## src/core/rfsd_pkg.sv

```systemverilog
/*
  constants, types and register map of the receive frame slave dma block.
  assumes a 100 MHz core clock and a word-addressed avalon-mm register bus.
*/
`default_nettype none
package rfsd_pkg;
  // ****************************************
  // register indices (byte address = 4 * index)
  // ****************************************
  localparam logic [10:0] IX_SOF    = 11'h026;
  localparam logic [10:0] IX_FCNT   = 11'h028;
  localparam logic [10:0] IX_BCNT   = 11'h02A;
  localparam logic [10:0] IX_CHAN   = 11'h374;
  localparam logic [10:0] IX_RXST   = 11'h400;
  localparam logic [10:0] IX_RXLEN  = 11'h402;
  localparam logic [10:0] IX_RECEIVE_CONFIG_REGISTER  = 11'h102;
  localparam logic [10:0] IX_RXEV   = 11'h104;
  localparam logic [10:0] IX_BUFFER_IRQ_CONFIG = 11'h10A;
  localparam logic [10:0] IX_BUFEV  = 11'h10C;
  localparam logic [10:0] IX_BUS_CONTROL_REGISTER = 11'h116;
  localparam logic [10:0] IX_MISS   = 11'h130;
  // ****************************************
  // field positions
  // ****************************************
  localparam int B_BATCH = 7;
  localparam int B_EXCL  = 9;
  localparam int B_AUTO  = 10;
  localparam int B_RRST  = 6;
  localparam int B_BURST = 11;
  localparam int B_RSIZE = 13;
  localparam int B_IRQEN = 7;
  localparam int B_MOVED = 7;
  localparam int B_MISS  = 6;
  // ****************************************
  // reset values and ring masks
  // ****************************************
  localparam logic [15:0] CFG_RST  = 16'h0000;
  localparam logic [1:0]  CHAN_RST = 2'h0;
  localparam logic [15:0] MASK_16K = 16'h3FFF;
  localparam logic [15:0] MASK_64K = 16'hFFFF;
  // ****************************************
  // timing
  // ****************************************
  localparam int CLK_NS       = 10;
  localparam int BURST_ON_NS  = 28000;
  localparam int BURST_OFF_NS = 1300;
  localparam logic [11:0] ON_CYC  = 12'(BURST_ON_NS / CLK_NS);
  localparam logic [11:0] OFF_CYC = 12'((BURST_OFF_NS + CLK_NS - 1) / CLK_NS);
  // ****************************************
  // types
  // ****************************************
  typedef struct packed {
    logic [15:0] status;
    logic [15:0] len;
  } rfsd_hdr_t;
  typedef enum logic [2:0] {
    S_IDLE = 3'h1,
    S_XFER = 3'h2,
    S_DONE = 3'h4
  } rfsd_state_t;
endpackage
`default_nettype wire

```

## src/core/rfsd_top.sv

```systemverilog
/*
  receive frame slave dma: moves accepted frames from on-chip ram to a
  host ring over a request/acknowledge pin pair, with avalon-mm registers.
  assumes the on-chip ram side presents a whole accepted frame with its
  header and a first-word-fall-through data word, advanced by a pop.
*/
// Operation
// - exclusive dma bit sends every received frame through dma
// - exclusive bit wins over auto-switch enable
// - channel 0..2 selects one of three request/ack pin pairs
// - ring is 16 kbytes with size bit clear, 64 kbytes set
// - size bit only shapes offsets; base address never stored
// - request rises only after a frame is fully accepted on chip
// - status word, then length word, then frame data
// - pacing bit clear keeps request high until the last word
// - pacing bit set: about 28 us request, 1.3 us gap
// - request drops before last word; one more cycle accepted
// - completion updates offset, counts, flag and frees on-chip space
// - completion raises interrupt when enabled
// - frame count 12 bits and byte count, both since last read
// - frames lost for space bump missed counter in any mode
// - receive event reads zero while in dma mode
// - committed host space is never overwritten
// - second count read, implied skip or ring reset frees space
// - frames written as words, each starting 32-bit aligned
// - moved flag follows nonzero frame count; event read keeps it
// - batching mode sets flag at batch end, clears at zero count
// - start offset holds 16-bit offset of latest frame
`timescale 1ns/1ns
`default_nettype none
module rfsd_top #(
  parameter int CHANNELS = 3
) (
  input  wire logic               CORE_CLK_IN,
  input  wire logic               SRST_IN,
  input  wire logic [10:0]        AVS_ADDRESS_IN,
  input  wire logic               AVS_READ_IN,
  input  wire logic               AVS_WRITE_IN,
  input  wire logic [31:0]        AVS_WRITEDATA_IN,
  input  wire logic [3:0]         AVS_BYTEENABLE_IN,
  output logic      [31:0]        AVS_READDATA_OUT,
  output logic                    AVS_WAITREQUEST_OUT,
  input  wire logic               FRAME_READY_IN,
  input  wire rfsd_pkg::rfsd_hdr_t FRAME_HDR_IN,
  input  wire logic [15:0]        FRAME_DATA_IN,
  output logic                    FRAME_POP_OUT,
  output logic                    FRAME_FREE_OUT,
  input  wire logic               AUTO_NEED_IN,
  input  wire logic               BATCH_END_IN,
  input  wire logic               MISS_IN,
  input  wire logic [15:0]        RX_EVENT_IN,
  output logic      [2:0]         DMA_REQ_OUT,
  input  wire logic [2:0]         DMA_ACK_N_IN,
  output logic      [15:0]        DMA_DATA_OUT,
  output logic                    IRQ_OUT
);
  import rfsd_pkg::*;

  if (CHANNELS != 3) begin : g_chk
    $error("three channels only");
  end

  // ****************************************
  // register bus: one wait cycle, effects at first edge
  // ****************************************
  logic        resp;
  logic [15:0] receive_config_register, buffer_irq_config, bus_control_register, sof, bcnt;
  logic [11:0] fcnt;
  logic [9:0]  miss;
  logic [1:0]  chan;
  logic        flag, newf, cvalid;
  logic [15:0] cstart, ustart, wroff, fstart;
  rfsd_hdr_t   hdr;
  rfsd_state_t state;
  logic [15:0] wcnt, total;
  logic [11:0] pc;
  logic        pace_on;
  logic [2:0]  ack_s1, ack_s2, ack_s3;

  wire bus_req = AVS_READ_IN | AVS_WRITE_IN;
  wire stb     = bus_req & ~resp;
  wire rd      = stb & AVS_READ_IN;
  wire wr      = stb & AVS_WRITE_IN;
  wire a_fcnt  = AVS_ADDRESS_IN == IX_FCNT;
  wire a_bcnt  = AVS_ADDRESS_IN == IX_BCNT;
  wire a_miss  = AVS_ADDRESS_IN == IX_MISS;
  wire a_bufev = AVS_ADDRESS_IN == IX_BUFEV;
  wire a_bus_control_register = AVS_ADDRESS_IN == IX_BUS_CONTROL_REGISTER;
  wire [15:0] wmask = {{8{AVS_BYTEENABLE_IN[1]}}, {8{AVS_BYTEENABLE_IN[0]}}};
  wire [15:0] wd    = AVS_WRITEDATA_IN[15:0];
  wire ring_rst = wr & a_bus_control_register & wmask[B_RRST] & wd[B_RRST];

  assign AVS_WAITREQUEST_OUT = stb;

  // ****************************************
  // mode decode
  // ****************************************
  // exclusive bit forces dma whatever the auto-switch side asks
  wire dma_on  = receive_config_register[B_EXCL] | (receive_config_register[B_AUTO] & AUTO_NEED_IN);
  wire batch   = receive_config_register[B_BATCH];
  // only the offset logic sees the ring size
  wire [15:0] mask = bus_control_register[B_RSIZE] ? MASK_64K : MASK_16K;
  wire chan_ok = chan != 2'h3;

  // ****************************************
  // frame geometry
  // ****************************************
  // header plus data rounded up to a double word
  wire [16:0] tb_in   = (17'(FRAME_HDR_IN.len) + 17'h00007) & 17'h1FFFC;
  wire [16:0] tb_cur  = (17'(hdr.len) + 17'h00007) & 17'h1FFFC;
  wire [15:0] dwords  = 16'((17'(hdr.len) + 17'h00001) >> 1);
  wire [15:0] left    = total - wcnt;
  wire [15:0] free_sp = (cstart - wroff) & mask;
  // committed space must not be entered by the next frame
  wire fits    = ~cvalid | (tb_in <= 17'(free_sp));
  wire go      = (state == S_IDLE) & dma_on & FRAME_READY_IN & fits;

  // ****************************************
  // ack synchroniser and transfer edge
  // ****************************************
  always_ff @(posedge CORE_CLK_IN) begin
    if (SRST_IN) begin
      ack_s1 <= 3'h7;
      ack_s2 <= 3'h7;
      ack_s3 <= 3'h7;
    end else begin
      ack_s1 <= DMA_ACK_N_IN;
      ack_s2 <= ack_s1;
      ack_s3 <= ack_s2;
    end
  end
  // a word is taken when the host releases its ack
  wire word_done = (state == S_XFER) & chan_ok & ~ack_s3[chan] & ack_s2[chan];
  wire in_data   = (wcnt >= 16'h0002) & ((wcnt - 16'h0002) < dwords);
  assign FRAME_POP_OUT  = word_done & in_data;
  assign FRAME_FREE_OUT = state == S_DONE;

  // ****************************************
  // transfer sequencer
  // ****************************************
  always_ff @(posedge CORE_CLK_IN) begin
    if (SRST_IN) begin
      state  <= S_IDLE;
      wcnt   <= 16'h0000;
      total  <= 16'h0000;
      hdr    <= '0;
      fstart <= 16'h0000;
    end else begin
      unique case (state)
        S_IDLE: if (go) begin
          state  <= S_XFER;
          hdr    <= FRAME_HDR_IN;
          total  <= 16'(tb_in >> 1);
          wcnt   <= 16'h0000;
          fstart <= wroff;
        end
        S_XFER: if (word_done) begin
          wcnt <= wcnt + 16'h0001;
          // the extra cycle after the request fell ends the frame
          if (left == 16'h0001) state <= S_DONE;
        end
        S_DONE: state <= S_IDLE;
      endcase
    end
  end

  // status, length, data, then zero fill to alignment
  wire [15:0] next_dout = (wcnt == 16'h0000) ? hdr.status :
                          (wcnt == 16'h0001) ? hdr.len :
                          in_data ? FRAME_DATA_IN : 16'h0000;
  always_ff @(posedge CORE_CLK_IN) begin
    if (SRST_IN) DMA_DATA_OUT <= 16'h0000;
    else DMA_DATA_OUT <= next_dout;
  end

  // ****************************************
  // burst pacing
  // ****************************************
  // gap lets other bus users in; counts only while moving a frame
  always_ff @(posedge CORE_CLK_IN) begin
    if (SRST_IN || state != S_XFER || !bus_control_register[B_BURST]) begin
      pc      <= 12'h000;
      pace_on <= 1'b1;
    end else if (pace_on && pc == ON_CYC - 12'h001) begin
      pc      <= 12'h000;
      pace_on <= 1'b0;
    end else if (!pace_on && pc == OFF_CYC - 12'h001) begin
      pc      <= 12'h000;
      pace_on <= 1'b1;
    end else begin
      pc <= pc + 12'h001;
    end
  end

  // request held until one word is left on chosen pair
  // two words left bridges a gap: the host picks its next cycle before the
  // word in flight is counted, so a gap there would strand the last word
  wire req_on = (state == S_XFER) & (left > 16'h0001) & chan_ok &
                (pace_on | (left == 16'h0002));
  assign DMA_REQ_OUT = req_on ? 3'(3'h1 << chan) : 3'h0;

  // ****************************************
  // counters and flag
  // ****************************************
  wire done = state == S_DONE;
  // a completion in the read cycle survives the clear
  wire [11:0] next_fcnt = (rd & a_fcnt) ? 12'(done) : fcnt + 12'(done);
  wire [15:0] next_bcnt = (rd & a_bcnt) ? (done ? hdr.len : 16'h0000)
                                        : bcnt + (done ? hdr.len : 16'h0000);
  wire [9:0]  next_miss = (rd & a_miss) ? 10'(MISS_IN) : miss + 10'(MISS_IN);
  // batching sets only at batch end; both modes clear at zero
  wire next_flag = (next_fcnt == 12'h000) ? 1'b0 :
                   batch ? (flag | BATCH_END_IN) : 1'b1;

  always_ff @(posedge CORE_CLK_IN) begin
    if (SRST_IN) begin
      fcnt <= 12'h000;
      bcnt <= 16'h0000;
      miss <= 10'h000;
      flag <= 1'b0;
      sof  <= 16'h0000;
    end else begin
      fcnt <= next_fcnt;
      bcnt <= next_bcnt;
      miss <= next_miss;
      flag <= next_flag;
      if (done) sof <= fstart;
    end
  end
  assign IRQ_OUT = flag & buffer_irq_config[B_IRQEN];

  // ****************************************
  // ring offsets and commitment
  // ****************************************
  wire skip = rd & a_bufev & flag & newf;
  always_ff @(posedge CORE_CLK_IN) begin
    if (SRST_IN || ring_rst) begin
      wroff  <= 16'h0000;
      ustart <= 16'h0000;
      cstart <= 16'h0000;
      cvalid <= 1'b0;
      newf   <= 1'b0;
    end else begin
      if (done) wroff <= 16'(fstart + tb_cur[15:0]) & mask;
      if (rd & a_fcnt) begin
        // a read releases the old commit and commits what it reports
        cvalid <= fcnt != 12'h000;
        cstart <= ustart;
        ustart <= wroff;
        newf   <= done;
      end else begin
        if (skip) cvalid <= 1'b0;
        if (done) newf <= 1'b1;
      end
    end
  end

  // ****************************************
  // software registers
  // ****************************************
  always_ff @(posedge CORE_CLK_IN) begin
    if (SRST_IN) begin
      resp   <= 1'b0;
      receive_config_register  <= CFG_RST;
      buffer_irq_config <= CFG_RST;
      bus_control_register <= CFG_RST;
      chan   <= CHAN_RST;
    end else begin
      resp <= stb;
      if (wr && AVS_ADDRESS_IN == IX_RECEIVE_CONFIG_REGISTER) receive_config_register <= (receive_config_register & ~wmask) | (wd & wmask);
      if (wr && AVS_ADDRESS_IN == IX_BUFFER_IRQ_CONFIG) buffer_irq_config <= (buffer_irq_config & ~wmask) | (wd & wmask);
      // ring reset bit is a command and never stays set
      if (wr && a_bus_control_register) bus_control_register <= ((bus_control_register & ~wmask) | (wd & wmask)) & ~16'h0040;
      if (wr && AVS_ADDRESS_IN == IX_CHAN && AVS_BYTEENABLE_IN[0]) chan <= wd[1:0];
    end
  end

  logic [15:0] rmux;
  always_comb begin
    unique case (AVS_ADDRESS_IN)
      IX_SOF:    rmux = sof;
      IX_FCNT:   rmux = {4'h0, fcnt};
      IX_BCNT:   rmux = bcnt;
      IX_CHAN:   rmux = {14'h0000, chan};
      IX_RXST:   rmux = hdr.status;
      IX_RXLEN:  rmux = hdr.len;
      IX_RECEIVE_CONFIG_REGISTER:  rmux = receive_config_register;
      IX_RXEV:   rmux = dma_on ? 16'h0000 : RX_EVENT_IN;
      IX_BUFFER_IRQ_CONFIG: rmux = buffer_irq_config;
      IX_BUFEV:  rmux = {8'h00, flag, 7'h00};
      IX_BUS_CONTROL_REGISTER: rmux = bus_control_register;
      IX_MISS:   rmux = {miss, 6'h00};
      default:   rmux = 16'h0000;
    endcase
  end
  always_ff @(posedge CORE_CLK_IN) begin
    if (SRST_IN) AVS_READDATA_OUT <= 32'h0000_0000;
    else if (rd) AVS_READDATA_OUT <= {16'h0000, rmux};
  end
endmodule
`default_nettype wire

```

## config.mk

```make
export PLATFORM = sky130hd
export DESIGN_NAME = rfsd_top
export DESIGN_NICKNAME = d
export VERILOG_FILES = /design/src/core/rfsd_pkg.sv /design/src/core/rfsd_top.sv
export SDC_FILE = /design/constraint.sdc
export NUM_CORES = 1
export LEC_CHECK = 0
export BUFFER_PORTS_ARGS = -buffer_cell sky130_fd_sc_hd__buf_2
export CAP_MARGIN = 10
export CELL_PAD_IN_SITES_DETAIL_PLACEMENT = 1
export CELL_PAD_IN_SITES_GLOBAL_PLACEMENT = 1
export CORE_MARGIN = 2
export CORE_UTILIZATION = 40
export CTS_CLUSTER_DIAMETER = 120
export DETAILED_ROUTE_END_ITERATION = 10
export GPL_ROUTABILITY_DRIVEN = 0
export HOLD_SLACK_MARGIN = 0.15
export PLACE_DENSITY_LB_ADDON = 0.1
export SLEW_MARGIN = 20
export SYNTH_ARGS = -nofsm -noshare
export SYNTH_HDL_FRONTEND = slang
export SYNTH_SLANG_ARGS = --single-unit
```

## constraint.sdc

```tcl
create_clock -name CORE_CLK_IN -period 5.2 [get_ports CORE_CLK_IN]
set_clock_uncertainty 0.05 [all_clocks]
set_input_delay 1.04 -clock CORE_CLK_IN [delete_from_list [all_inputs] [get_ports CORE_CLK_IN]]
set_output_delay 1.04 -clock CORE_CLK_IN [all_outputs]
set_load 0.01 [all_outputs]
```

Word level (Yosys, flattened, before mapping)
Cells that the tools add are included.
{"block": "op_classes", "shift": 1, "bitwise": 43, "reduce_logical": 25, "div": 0, "mul": 0, "magnitude_cmp": 5, "add_sub_neg": 12, "muxes": 29, "n_eq_ne": 25}
{"op": "$pmux 16 s12", "n": 1}
{"op": "$mux 16", "n": 9}
{"op": "$and 16x16->16", "n": 6}
{"op": "$eq 11x9->1 const B", "n": 6}
{"op": "$or 16x16->16", "n": 3}
{"op": "$eq 11x6->1 const B", "n": 3}
{"op": "$add 16x16->16", "n": 2}
{"op": "$eq 16x1->1 const B", "n": 2}
{"op": "$pmux 16 s2", "n": 1}
{"op": "$sub 16x16->16", "n": 2}
{"op": "$and 1x1->1", "n": 25}
{"op": "$eq 11x11->1 const B", "n": 2}
{"op": "$add 16x1->17 const B", "n": 1}
{"op": "$add 16x3->17 const B", "n": 1}
{"op": "$le 17x16->1", "n": 1}
{"op": "$add 16x1->16 const B", "n": 1}
{"op": "$add 16x3->16 const B", "n": 1}
{"op": "$eq 16x2->1 const B", "n": 1}
{"op": "$ge 16x2->1 const B", "n": 1}
{"op": "$gt 16x1->1 const B", "n": 1}
{"op": "$logic_not 16->1", "n": 1}
{"op": "$lt 16x16->1", "n": 1}
{"op": "$not 16->16", "n": 1}
{"op": "$sub 16x2->16 const B", "n": 1}
{"op": "other kinds (30)", "n": 66}
{"block": "word_totals", "latchBits": 0, "in_bits": 122, "ram_bits": 0, "ff_bits": 291, "out_inout_bits": 55, "mem_bits_ro": 0, "n_memories": 0, "elab_cells": 169}

Logic depth before layout (Yosys ltp)
{"block": "depth", "word_depth": 8, "depth_mapped": 22, "depth_no_buf": 21}

Least setup slack after synthesis
OpenSTA, ideal clock, no wires.
{"block": "synth_timing", "kind": "reg2reg", "from": "register wroff[2]", "to": "register total[13]", "setup_ns": 0.128, "path_stages_with_launch": 22, "arrival_time_ns": 4.282, "path_buffers": 2, "required_time_ns": 5.022, "synth_period_minus_slack_ns": 4.460, "slack_ns": 0.740, "cell_sequence": "dfxtp_1 inv_1 ha_1 nor2b_1 o21ai_0 a21boi_0 o211ai_1 nand2_1 a41o_1 o41ai_1 xor2_1 ha_1 and3_1 a221o_1 a221oi_1 o21a_1 o21ai_1 a211oi_2 buf_4 buf_6 mux2i_1 nor2_1"}
{"block": "synth_via", "elab_chain_cells": 6}
{"item": "start, declared", "line_no": "rfsd_top.sv:72", "rtl": "logic [15:0] cstart, ustart, wroff, fstart;"}
{"item": "start signal, assigned", "line_no": "rfsd_top.sv:244", "rtl": "if (done) wroff <= 16'(fstart + tb_cur[15:0]) & mask;"}
{"item": "$sub 16x16->16", "line_no": "rfsd_top.sv:113", "rtl": "wire [15:0] free_sp = (cstart - wroff) & mask;"}
{"item": "$and 16x16->16", "line_no": "rfsd_top.sv:113"}
{"item": "$le 17x16->1", "line_no": "rfsd_top.sv:115", "rtl": "wire fits = ~cvalid | (tb_in <= 17'(free_sp));"}
{"item": "$or 1x1->1", "line_no": "rfsd_top.sv:115"}
{"item": "$and 1x1->1", "line_no": "rfsd_top.sv:116", "rtl": "wire go = (state == S_IDLE) & dma_on & FRAME_READY_IN & fits;"}
{"item": "$reduce_and 2->1 (no line)"}
{"item": "end signal, assigned", "line_no": "rfsd_top.sv:153", "rtl": "total <= 16'(tb_in >> 1);"}
{"item": "end, declared", "line_no": "rfsd_top.sv:75", "rtl": "logic [15:0] wcnt, total;"}
Every way passes these cells.
A chain may end at the register's enable or synchronous reset.

Worst setup path after layout
{"block": "layout_timing", "from": "register wcnt[1]", "to": "output DMA_REQ_OUT[0]"}
{"block": "layout_via", "elab_chain_cells": 6, "word_cells_on_any_way": 8, "cone_classes": "add/sub (1); order compare (1); eq/ne (1); mux (1); bitwise (4)"}
{"item": "start, declared", "line_no": "rfsd_top.sv:75"}
{"item": "start signal, assigned", "line_no": "rfsd_top.sv:158", "rtl": "wcnt <= wcnt + 16'h0001;"}
{"item": "$sub 16x16->16 (*)", "line_no": "rfsd_top.sv:112", "rtl": "wire [15:0] left = total - wcnt;"}
{"item": "$gt 16x1->1", "line_no": "rfsd_top.sv:198", "rtl": "wire req_on = (state == S_XFER) & (left > 16'h0001) & chan_ok &"}
{"item": "$and 1x1->1 (2 in series)", "line_no": "rfsd_top.sv:198"}
{"item": "$and 1x1->1 (*)", "line_no": "rfsd_top.sv:198"}
{"item": "$mux 3 (*)", "line_no": "rfsd_top.sv:200", "rtl": "assign DMA_REQ_OUT = req_on ? 3'(3'h1 << chan) : 3'h0;"}
{"item": "end, declared", "line_no": "rfsd_top.sv:52", "rtl": "output logic [2:0] DMA_REQ_OUT,"}
Mark *: on every way between the ends. The rest lies on a longest branch, timed or not.

==> results.txt <==
CTS tree - done
Net Sw Frac - 0.2405
placed cells - 2574
Yosys top cell by area - dfxtp_1
critical path arrival - 3880 ps
clk root buf - clkbuf_16
Hold Crit Depth - 1
final net count - 2320
Max Slew Vio Count - 0
Worst Setup EP - DMA_REQ_OUT[0]
Worst Reg-to-Reg Cells - 23
first-pass GRT wire length - 86910 um
asr flop ratio synth - 0
Sink Count - 291
worst-skew pair later-pin latency - 560 ps
Initial DRT Pass Iterations - 7
Crit. End Element - primary output
Die ar. - 42010 um^2
sw power - 1.198 mW
setup violators final - 0
Final HPWL DP - 42250 um
crit path launch type - flop
Peak VDD IR - 255.0 uV
power share of the combinational group - 0.048
largest net degree at the start of global routing - 87
dominant cells by area after synthesis - dfxtp_1, ha_1, nand2_1, mux2i_1, a21oi_1
Final Cycle Share - 0.9557
mean post-synth cell area - 8.213 um^2
Port Buf Inserts - 142
Starting Density - 0.4056
worst slew pin tran - 999.9 ps
drt via density - 5.643
Leak - 7.258 nW
pwr dens - 266.1 nW/um^2
cells along the critical path - inv_1 -> ha_1 -> nor2b_2 -> o31a_1 -> o211ai_1 -> a21bo_2 -> o21ai_0 -> xor2_1 -> a21oi_1 -> nand4b_1 -> buf_4 -> o41ai_2 -> buf_2
Slew headroom - 0.3284
reg-to-reg endpoint - hdr[4]
ANT nets after route - 0
WL/cell - 21.34 um
number of global-route vias before repair - 15200
DRC Markers - 0
count leader, synth - dfxtp_1
grt total ovfl - 0
Synth Flop Type - dfxtp_1
Pint - 3.784 mW
vias - 14930
Max Fanout on Critical Path - 7
core region area - 39820 um^2
die height - 205.0 um
Reg2Reg Setup Slack - 310 ps
total global routing track utilization - 0.2666
clock network fraction of design power - 0.500
fraction of layout cells with a size suffix above 1 - 0.1384
f_max - 201.2 MHz
synthesized cell area - 16150 um^2
min cycle time layout - 4970 ps
Max-cap violations - 0
post-synthesis sequential area ratio - 0.3606
final core occ - 0.4701
Iteration-0 DRC Markers - 800
CTS H-tree lvls - 2
Clock Path Buffers - 3
Post-synth EDFFs - 0
Netlist cell types - 72
Worst Setup SP - wcnt[1]
synth cell count leaders - dfxtp_1, nand2_1, nor2_1, a21oi_1, ha_1
I/O pin cnt - 177
reg2reg start - cstart[0]
Worst Hold Class - flop to flop
post-synth top area share - 0.3606
total CTS buffers - 37
slowest stage delay, CP - 400 ps
Layout area overhead - 15.89%
Worst EP required - 4110 ps
outcome - finished clean
warnings from Yosys - 0
final hold viol count - 0
Yosys reg bits - 291
Post-Syn Instances - 1967
Setup TNS - 0 ps
WL final - 56440 um
sequential power share - 0.452
initial antenna violation count - 3
die width - 205.0 um
CP max stage cell - dfxtp_2
Final Non-Filler Cells - 2645
Crit Path Category - flop to primary output
clock slew at reported path FFs - 60 ps
hold slack - 354.8 ps
FP Rows - 73
[worst min-delay path by stage]
stage                     startpoint        end  slack [ps]
after floorplan            ack_s1[0]  ack_s2[0]         340
after global placement     ack_s1[0]  ack_s2[0]         360
after detailed placement   ack_s1[2]  ack_s2[2]         360
after CTS                  ack_s1[2]  ack_s2[2]         360
after global routing       ack_s1[2]  ack_s2[2]         370
final                      ack_s1[2]  ack_s2[2]         350
[cell usage in the layout (no fill, tap or decap), drive strengths merged, types with 13 or more instances in the layout]
| cell | netlist | routed |
|---|---|---|
| dfxtp | 291 | 291 |
| nand2 | 262 | 262 |
| nor2 | 205 | 205 |
| buf | 38 | 195 |
| a21oi | 163 | 163 |
| ha | 100 | 100 |
| mux2i | 95 | 95 |
| xnor2 | 68 | 68 |
| nand3 | 66 | 66 |
| o21ai | 63 | 63 |
| inv | 59 | 61 |
| xor2 | 56 | 56 |
| clkbuf | 84 | 47 |
| a22oi | 40 | 40 |
| nor3 | 33 | 33 |
| and3 | 32 | 32 |
| a221oi | 30 | 30 |
| nand4 | 21 | 21 |
| and2 | 21 | 21 |
| a21o | 20 | 20 |
| or2 | 17 | 17 |
| nand2b | 16 | 16 |
| o2bb2ai | 16 | 16 |
| conb | 1 | 16 |
| a222oi | 15 | 15 |
| nor2b | 15 | 15 |
| nor4 | 13 | 13 |
[routing by layer]
metal,share of wire,track usage
met5,0,0
met4,0.032,0.09866
met3,0.048,0.04184
met2,0.46,0.4354
met1,0.46,0.3544
[area by class of cell]
class	instances	area (um^2)
Sequential cell	291	5827
Fill cell	4855	21100
Tap cell	525	656.9
Clock inverter	15	137.6
Inverter	61	229.0
Timing Repair Buffer	196	1147
Clock buffer	46	999.7
Antenna cell	3	7.507
Multi-Input combinational cell	1508	9716
[stage by stage]
| stage | total power, mW | setup slack [ps] | cell area, um^2 |
|---|---|---|---|
| after global placement | 2.534 | 132.0 | 17440 |
| after global routing | 5.142 | -7.921 | 18720 |
| after CTS | 5.034 | 1.815 | 18600 |
| final | 4.982 | 230.4 | 18720 |
| after detailed placement | 2.539 | 94.14 | 17440 |
| after floorplan | 2.420 | 740.0 | 16210 |
[worst max-delay path, delay by kind of cell, from the launching register on]
kind | cells | cell delay, ps
adders and majority gates | 1 | 400
DFF | 1 | 400
xor gates and xnor gates | 1 | 180
AOI/OAI and AO/OA | 6 | 1520
buffers and inverters | 3 | 490
and+or+nand+nor | 2 | 340
[timing repair]
action / 4_1_cts / 5_1_grt
pin swaps: 0 / 3
hold buffers: 0 / 0
gates cloned: 0 / 1
endpoints found under the hold margin: 0 / 0
setup buffers: 2 / 4
resized for setup: 1 / 15
endpoints found under the setup margin: 3 / 83
[power by group through the flow]
stage          sequential (mW)  combinational (mW)  clock [mW]
3_5_place_dp              2.30               0.236           0
4_1_cts                   2.25               0.237        2.54
6_report                  2.25               0.239        2.49
3_3_place_gp              2.30               0.232           0
2_1_floorplan             2.30               0.116           0
5_1_grt                   2.25               0.259        2.63
[cells by family (layout without fill, tap and decap cells)]
family / after synthesis / after routing / share of synthesized area
muxes: 96 / 96 / 0.05956
xor gates and xnor gates: 124 / 124 / 0.06723
DFF: 291 / 291 / 0.3606
other: 1 / 19 / 0.0002321
and+or+nand+nor: 737 / 737 / 0.2092
buffers and inverters: 183 / 318 / 0.04841
AOI/OAI and AO/OA: 432 / 432 / 0.1736
adders and majority gates: 103 / 103 / 0.08117
(Power assumes the default switching activity.)
